File: src/psc_map.svh
// timing and layout constants of the pseudo-static ram controller
`ifndef PSC_MAP_SVH
`define PSC_MAP_SVH
`define PSC_CLK_MHZ        100
`define PSC_ADDR_W         22
`define PSC_DATA_W         16
`define PSC_PAGE_W         3
`define PSC_RC_NS          70
`define PSC_WC_NS          70
`define PSC_WP_NS          50
`define PSC_PC_NS          30
`define PSC_OE_NS          25
`define PSC_HZ_NS          20
`define PSC_CHP_US         30
`define PSC_DPD_MS         10
`define PSC_CH_US          300
`define PSC_RC_CYC         ((`PSC_RC_NS * `PSC_CLK_MHZ + 999) / 1000)
`define PSC_WC_CYC         ((`PSC_WC_NS * `PSC_CLK_MHZ + 999) / 1000)
`define PSC_WP_CYC         ((`PSC_WP_NS * `PSC_CLK_MHZ + 999) / 1000)
`define PSC_PC_CYC         ((`PSC_PC_NS * `PSC_CLK_MHZ + 999) / 1000)
`define PSC_HZ_CYC         ((`PSC_HZ_NS * `PSC_CLK_MHZ + 999) / 1000)
`define PSC_CHP_CYC        (`PSC_CHP_US * `PSC_CLK_MHZ)
`define PSC_DPD_CYC        (`PSC_DPD_MS * 1000 * `PSC_CLK_MHZ)
`define PSC_CH_CYC         (`PSC_CH_US * `PSC_CLK_MHZ)
`endif

File: src/psc_pkg.sv
// types of the pseudo-static ram controller
`default_nettype none
package psc_pkg;
  typedef enum logic [2:0] {
    PSC_POWERUP = 3'h0,
    PSC_IDLE    = 3'h1,
    PSC_READ    = 3'h2,
    PSC_WRITE   = 3'h3,
    PSC_RECOVER = 3'h4,
    PSC_DPD     = 3'h5,
    PSC_WAKE    = 3'h6
  } psc_state_t;
endpackage : psc_pkg
`default_nettype wire

File: src/psc_ctrl.sv
// host-side controller driving the pins of an asynchronous pseudo-static ram
// What this block does
// - sequences chip select, output enable, write strobe
// - page reads: change only low three bits
// - lane enables select bytes on read and write
// - controller releases data lines during reads
// - every cycle is full length except page reads in an open page, which use the page cycle
// - contents lost after deep standby; flagged
// - hold power-down select 30 us after power
// - write ends on strobe rise; data held then
`timescale 1ns/1ps
`include "psc_map.svh"
`default_nettype none
module psc_ctrl #(
  parameter int CHP_CYC = `PSC_CHP_CYC,
  parameter int DPD_CYC = `PSC_DPD_CYC,
  parameter int CH_CYC  = `PSC_CH_CYC
) (
  input  wire logic                    clk,
  input  wire logic                    arst_n,
  input  wire logic                    req_valid,
  output logic                         req_ready,
  input  wire logic                    req_write,
  input  wire logic [`PSC_ADDR_W-1:0]  req_addr,
  input  wire logic [`PSC_DATA_W-1:0]  req_wdata,
  input  wire logic [1:0]              req_lanes,
  input  wire logic                    req_page,
  input  wire logic                    dpd_req,
  input  wire logic                    wake_req,
  output logic                         rsp_valid,
  output logic [`PSC_DATA_W-1:0]       rsp_rdata,
  output logic                         data_lost,
  output logic                         in_dpd,
  output logic [`PSC_ADDR_W-1:0]       word_address,
  output logic                         chip_select_n,
  output logic                         power_down_select,
  output logic                         out_enable_n,
  output logic                         write_strobe_n,
  output logic                         lower_lane_enable_n,
  output logic                         upper_lane_enable_n,
  input  wire logic [`PSC_DATA_W-1:0]  data_lines_i,
  output logic [`PSC_DATA_W-1:0]       data_lines_o,
  output logic                         data_lines_oe
);
  localparam int CW = 24;
  localparam logic [CW-1:0] RC_C  = CW'(`PSC_RC_CYC);
  localparam logic [CW-1:0] WC_C  = CW'(`PSC_WC_CYC);
  localparam logic [CW-1:0] WP_C  = CW'(`PSC_WP_CYC);
  localparam logic [CW-1:0] PC_C  = CW'(`PSC_PC_CYC);
  localparam logic [CW-1:0] HZ_C  = CW'(`PSC_HZ_CYC);
  localparam logic [CW-1:0] CHP_C = CW'(CHP_CYC);
  localparam logic [CW-1:0] DPD_C = CW'(DPD_CYC);
  localparam logic [CW-1:0] CH_C  = CW'(CH_CYC);
  // two flops for read data: the pins are outside our timing
  localparam int SYNC = 2;

  psc_pkg::psc_state_t  st_q, st_d;
  logic [CW-1:0]        cnt_q, cnt_d;
  logic [`PSC_ADDR_W-1:0] addr_q, addr_d;
  logic [`PSC_DATA_W-1:0] wdat_q, wdat_d;
  logic [1:0]           lanes_q, lanes_d;
  logic                 page_q, page_d;
  logic                 lost_q, lost_d;
  logic                 rsp_q, rsp_d;
  logic [`PSC_DATA_W-1:0] rdat_q, rdat_d;
  logic [`PSC_DATA_W-1:0] sync1_q, sync2_q;

  ////////////////////////////////////////////////////////////////////////////
  // pin synchroniser for the data lines
  always_ff @(posedge clk or negedge arst_n) begin
    if (!arst_n) begin
      sync1_q <= '0;
      sync2_q <= '0;
    end else begin
      sync1_q <= data_lines_i;
      sync2_q <= sync1_q;
    end
  end

  ////////////////////////////////////////////////////////////////////////////
  // end of a read, and a same-page follow-on offered through req_ready there
  logic rd_done, page_ok;
  assign rd_done = (st_q == psc_pkg::PSC_READ) &&
                   (cnt_q >= (page_q ? PC_C : RC_C) + CW'(SYNC) - CW'(1));
  assign page_ok = rd_done && !req_write && req_page && !dpd_req &&
                   (req_addr[`PSC_ADDR_W-1:`PSC_PAGE_W] ==
                    addr_q[`PSC_ADDR_W-1:`PSC_PAGE_W]);

  ////////////////////////////////////////////////////////////////////////////
  // sequencer next state
  always_comb begin
    st_d    = st_q;
    cnt_d   = cnt_q + CW'(1);
    addr_d  = addr_q;
    wdat_d  = wdat_q;
    lanes_d = lanes_q;
    page_d  = page_q;
    lost_d  = lost_q;
    rsp_d   = 1'b0;
    rdat_d  = rdat_q;
    unique case (st_q)
      psc_pkg::PSC_POWERUP: begin
        if (cnt_q >= CHP_C - CW'(1)) begin
          st_d  = psc_pkg::PSC_IDLE;
          cnt_d = '0;
        end
      end
      psc_pkg::PSC_IDLE: begin
        cnt_d = '0;
        if (dpd_req) begin
          st_d   = psc_pkg::PSC_DPD;
          lost_d = 1'b1;
        end else if (req_valid) begin
          addr_d  = req_addr;
          wdat_d  = req_wdata;
          lanes_d = req_lanes;
          page_d  = 1'b0; // first word of a page pays the full cycle
          lost_d  = 1'b0;
          st_d    = req_write ? psc_pkg::PSC_WRITE : psc_pkg::PSC_READ;
        end
      end
      psc_pkg::PSC_READ: begin
        // a full read cycle time, or a page cycle time within an open page, each plus the two synchroniser cycles
        if (rd_done) begin
          rdat_d = sync2_q;
          rsp_d  = 1'b1;
          cnt_d  = '0;
          // next page word only if the upper address matches
          if (req_valid && page_ok) begin
            addr_d  = req_addr;
            lanes_d = req_lanes;
            page_d  = 1'b1;
          end else begin
            st_d = psc_pkg::PSC_RECOVER;
          end
        end
      end
      psc_pkg::PSC_WRITE: begin
        // strobe low for the pulse, cycle stretched to write cycle time
        if (cnt_q >= WC_C - CW'(1)) begin
          st_d  = psc_pkg::PSC_RECOVER;
          cnt_d = '0;
          rsp_d = 1'b1;
        end
      end
      psc_pkg::PSC_RECOVER: begin
        if (cnt_q >= HZ_C - CW'(1)) begin
          st_d  = psc_pkg::PSC_IDLE;
          cnt_d = '0;
        end
      end
      psc_pkg::PSC_DPD: begin
        if (cnt_q >= DPD_C - CW'(1)) begin
          cnt_d = cnt_q;
          if (wake_req) begin
            st_d  = psc_pkg::PSC_WAKE;
            cnt_d = '0;
          end
        end
      end
      psc_pkg::PSC_WAKE: begin
        if (cnt_q >= CH_C - CW'(1)) begin
          st_d  = psc_pkg::PSC_IDLE;
          cnt_d = '0;
        end
      end
      default: begin
        st_d  = psc_pkg::PSC_IDLE;
        cnt_d = '0;
      end
    endcase
  end

  always_ff @(posedge clk or negedge arst_n) begin
    if (!arst_n) begin
      st_q    <= psc_pkg::PSC_POWERUP;
      cnt_q   <= '0;
      addr_q  <= '0;
      wdat_q  <= '0;
      lanes_q <= 2'h0;
      page_q  <= 1'b0;
      lost_q  <= 1'b1;
      rsp_q   <= 1'b0;
      rdat_q  <= '0;
    end else begin
      st_q    <= st_d;
      cnt_q   <= cnt_d;
      addr_q  <= addr_d;
      wdat_q  <= wdat_d;
      lanes_q <= lanes_d;
      page_q  <= page_d;
      lost_q  <= lost_d;
      rsp_q   <= rsp_d;
      rdat_q  <= rdat_d;
    end
  end

  ////////////////////////////////////////////////////////////////////////////
  // pin drive, decoded from registered state only
  logic in_rd, in_wr;
  assign in_rd = (st_q == psc_pkg::PSC_READ);
  assign in_wr = (st_q == psc_pkg::PSC_WRITE);
  assign chip_select_n       = ~(in_rd | in_wr);
  assign power_down_select   = (st_q != psc_pkg::PSC_DPD);
  assign out_enable_n        = ~in_rd;
  // strobe falls with select and rises before it, strobe-framed write
  assign write_strobe_n      = ~(in_wr && cnt_q < WP_C);
  assign lower_lane_enable_n = ~((in_rd | in_wr) & lanes_q[0]);
  assign upper_lane_enable_n = ~((in_rd | in_wr) & lanes_q[1]);
  assign word_address        = addr_q;
  // data held on the bus through the whole write, released for reads
  assign data_lines_o        = wdat_q;
  assign data_lines_oe       = in_wr;
  // a page follow-on is a handshake too, so it is never taken unseen
  assign req_ready           = ((st_q == psc_pkg::PSC_IDLE) & ~dpd_req) | page_ok;
  assign rsp_valid           = rsp_q;
  assign rsp_rdata           = rdat_q;
  assign data_lost           = lost_q;
  assign in_dpd              = (st_q == psc_pkg::PSC_DPD);
endmodule : psc_ctrl
`default_nettype wire

File: config.mk
export PLATFORM = sky130hd
export DESIGN_NAME = psc_ctrl
export DESIGN_NICKNAME = d
export VERILOG_FILES = /design/src/psc_pkg.sv /design/src/psc_ctrl.sv
export VERILOG_INCLUDE_DIRS = /design/src
export SDC_FILE = /design/constraint.sdc
export NUM_CORES = 1
export LEC_CHECK = 0
export BUFFER_PORTS_ARGS = -buffer_cell sky130_fd_sc_hd__buf_2
export CAP_MARGIN = 20
export CORE_AREA = 2 2 108 110
export CTS_CLUSTER_DIAMETER = 120
export DETAILED_ROUTE_END_ITERATION = 10
export DIE_AREA = 0 0 110 112
export PLACE_DENSITY = 0.75
export SYNTH_ARGS = -nofsm -noshare
export SYNTH_HDL_FRONTEND = slang
export SYNTH_SLANG_ARGS = --single-unit
File: constraint.sdc
create_clock -name clk -period 2.55 [get_ports clk]
set_clock_uncertainty 0.05 [all_clocks]
set_input_delay 0.51 -clock clk [delete_from_list [all_inputs] [get_ports clk]]
set_output_delay 0.51 -clock clk [all_outputs]
set_load 0.005 [all_outputs]
==> results.cfg <==
[status]
status = finished with violations
violations = negative setup slack

[drt]
wire_per_inst_um = 16.00
first_pass_iters = 5
drc = 0
drt_iter0_drc = 215
antenna_left = 0
vias = 3827
wl_mm = 11.78
drt-vias-per-instance = 5.200

[critical_path]
worst_ep_required_time_ns = 1.99
startpoint_type = flip-flop
crit_chain = or3_4 > or2_4 > or2_4 > nor2_2 > o211ai_1 > buf_2
slowest_stage = dfrtp_1
cpPeakStageDelay_ns = 0.39
cp_common_cell = or2_4
worst_setup_path_end_kind = output port
worst-path-max-fanout = 3
critPathArrivalTime_ns = 2.08
worst-setup-path-type = flip-flop to output port

[sta]
grt_setup_unrepaired = yes
final_max_slew_viol_count = 0
hold_viol = 0
tightest_slew_ns = 0.5183
max_freq_mhz = 378.6
post-route-period-util = 1.036
setup_viol = 2
layout_min_cycle_time_ns = 2.641
slew_headroom = 0.6544
worst_slack_ns = -0.09148
whs_ns = 0.01879

[place]
post-place-cells = 702
pre_cts_slack_ns = 0.08128
place_area_um2 = 6153
hpwl_mm = 8.397
numPortBuffers = 127
gp_congestion = 0.9204

[clocking]
holdBufCountCts = 0
cts_tree = built
cts-root-buf = clkbuf_16
cts_made_buffers = 17
clock_latency_ns = 0.42
clock-sinks = 118
clkTransAtPathRegs_ns = 0.06
htreeDepth = 4
ctsLongestPathBuffers = 2

[global_routing]
grt.total_usage = 0.2092
grt_max_degree = 48
antenna_found_initial = 0
grt_pass1_vias = 4059
grt_pass1_wl_mm = 19.46
gr-total-overflow = 0

[logic_synthesis]
synth_nets = 497
ys.flop_type = dfrtp_1
seq_area_frac_synth = 0.5654
syn-mean-instance-area_um2 = 12.24
yosysWarningCount = 0
syn_area_um2 = 5225
synthCells = 427
ys_types = 52
synth_edf_count = 0
ys_ff_latch = 118
ys_async_sr_fraction = 1.000

[die]
die_w_um = 110
dieArea_um2 = 12320
initial_core_util = 0.4676
core_um2 = 11170
rows = 39
io_pins = 128
die_y_um = 112

[power_and_ir_drop]
p_leak_nw = 3.297
power_w = 0.007107
powerDensity_nw_per_um2 = 1033
vdd_ir_drop_max_v = 0.0007290

[job]
drv_cap = 0

[final_layout]
final_cells = 736
nNetsFinal = 650
antennaDiodeCount = 0
layout-drive-gt1-share = 0.4452
area_growth_pct = 31.63
finalInstanceArea_um2 = 6878

[min_path]
hp-class = input pin to asynchronous set/reset pin
==> final timing paths <==
path | start | endpoint | slack [ns] | cells past startpoint
max | cnt_q[12]$_DFFE_PN0P_ | write_strobe_n | -0.09 | 6
min | arst_n | sync1_q[9]$_DFF_PN0_ | 0.02 | 1
max reg2reg | cnt_q[12]$_DFFE_PN0P_ | word_address[20]$_DFFE_PN0P_ | 0.07 | 7
min reg2reg | sync1_q[15]$_DFF_PN0_ | sync2_q[15]$_DFF_PN0_ | 0.30 | 0
max in group asynchronous | arst_n | word_address[20]$_DFFE_PN0P_ | 1.64 | 2
min in group clk | data_lines_i[6] | sync1_q[6]$_DFF_PN0_ | 0.15 | 1
==> stage by stage <==
stage	util	setup TNS [ns]
3_5_place_dp	0.5507	0
4_1_cts	0.6112	-0.2358
3_3_place_gp	0.5507	0
6_report	0.6155	-0.1716
5_1_grt	0.6155	-0.3110
2_1_floorplan	-	0
==> registers in the layout, indices dropped and copies added (netlist names) <==
signal / count
st_q: 3
rsp_rdata: 16
data_lost: 1
data_lines_o: 16
sync2_q: 16
cnt_q: 24
rsp_valid: 1
word_address: 22
sync1_q: 16
page_q: 1
lanes_q: 2
==> cell usage after synthesis (all sizes together) (2+ instances only) <==
master,n,area share
a211oi,4,0.0057
or3,3,0.0036
a21oi,10,0.0096
a41oi,2,0.0034
inv,12,0.0086
and3,3,0.0036
o22ai,4,0.0048
nor2b,3,0.0036
buf,9,0.012
or2,3,0.0041
mux2,58,0.14
nor2,20,0.014
o211ai,2,0.0029
xnor2,25,0.042
clkbuf,15,0.011
or4,2,0.0029
o21ai,17,0.016
nand2b,3,0.0036
nand3b,2,0.0029
nand2,35,0.027
and2,5,0.0060
xor2,7,0.012
nand4,9,0.011
o31ai,4,0.0084
dfrtp,117,0.56
nand3,12,0.011
nor3b,2,0.0029
ha,7,0.017
and4,2,0.0034
nor4,7,0.0084
nor3,8,0.0077
==> area by class of cell <==
cell class / instances / area, um^2
clock buffer: 19 / 452.9
clock inverter: 13 / 191.4
fill: 860 / 4297
inverter: 12 / 45.04
multi-input combinational: 273 / 2172
sequential: 118 / 2954
tap: 143 / 178.9
timing repair buffer: 158 / 883.3
==> cell families after synthesis <==
group           synth area share
compound gates           0.06657
xor+xnor                 0.05364
fa+ha+maj                0.01676
mux                       0.1413
buf+inv                  0.03137
flops                     0.5654
simple gates              0.1250
==> per-layer routing <==
metal / vias up / GRT usage / wire length (um)
met5: - / 0 / 0
met2: 142 / 0.3481 / 6134
met1: 1859 / 0.2380 / 4526
met3: 31 / 0.06616 / 740
met4: 0 / 0.1080 / 375
li1: 1795 / - / -
==> cell usage in the layout, fill, tap and decap left out, drive strengths merged, types with 2 or more instances in the layout <==
cell type	n
clkinv	2
o31ai	4
nor2b	3
inv	16
o22ai	4
buf	158
and3	3
and4	2
clkinvlp	3
clkbuf	19
or3	3
xnor2	25
and2	5
nand2b	3
nand3b	2
dfrtp	117
mux2	58
bufinv	4
o21ai	17
nor2	20
nand3	12
o211ai	2
xor2	7
a41oi	2
ha	7
nor3	8
nor3b	2
nor4	7
nand2	35
or2	3
or4	2
nand4	9
a21oi	10
a211oi	4
==> timing repair <==
item | CTS | global route
buffers inserted | 1 | 1
endpoints found under the setup margin | 2 | 24
pin swaps | 3 | 3
hold endpoints to repair | 0 | 0
resized for setup | 6 | 7
==> worst max-delay path, delay by kind of cell, from the launching register on <==
family	cells	cell delay (ns)
buffers and inverters	1	0.17
AOI/OAI and AO/OA	1	0.14
DFF	1	0.39
and+or+nand+nor	4	0.97
==> power breakdown <==
group | switching [W] | internal, W
Clock | 0.000885 | 0.00170
Sequential | 0.000330 | 0.00230
Combinational | 0.000835 | 0.00106
Total | 0.00205 | 0.00506
Note: power is estimated with default switching activity, not from simulation.
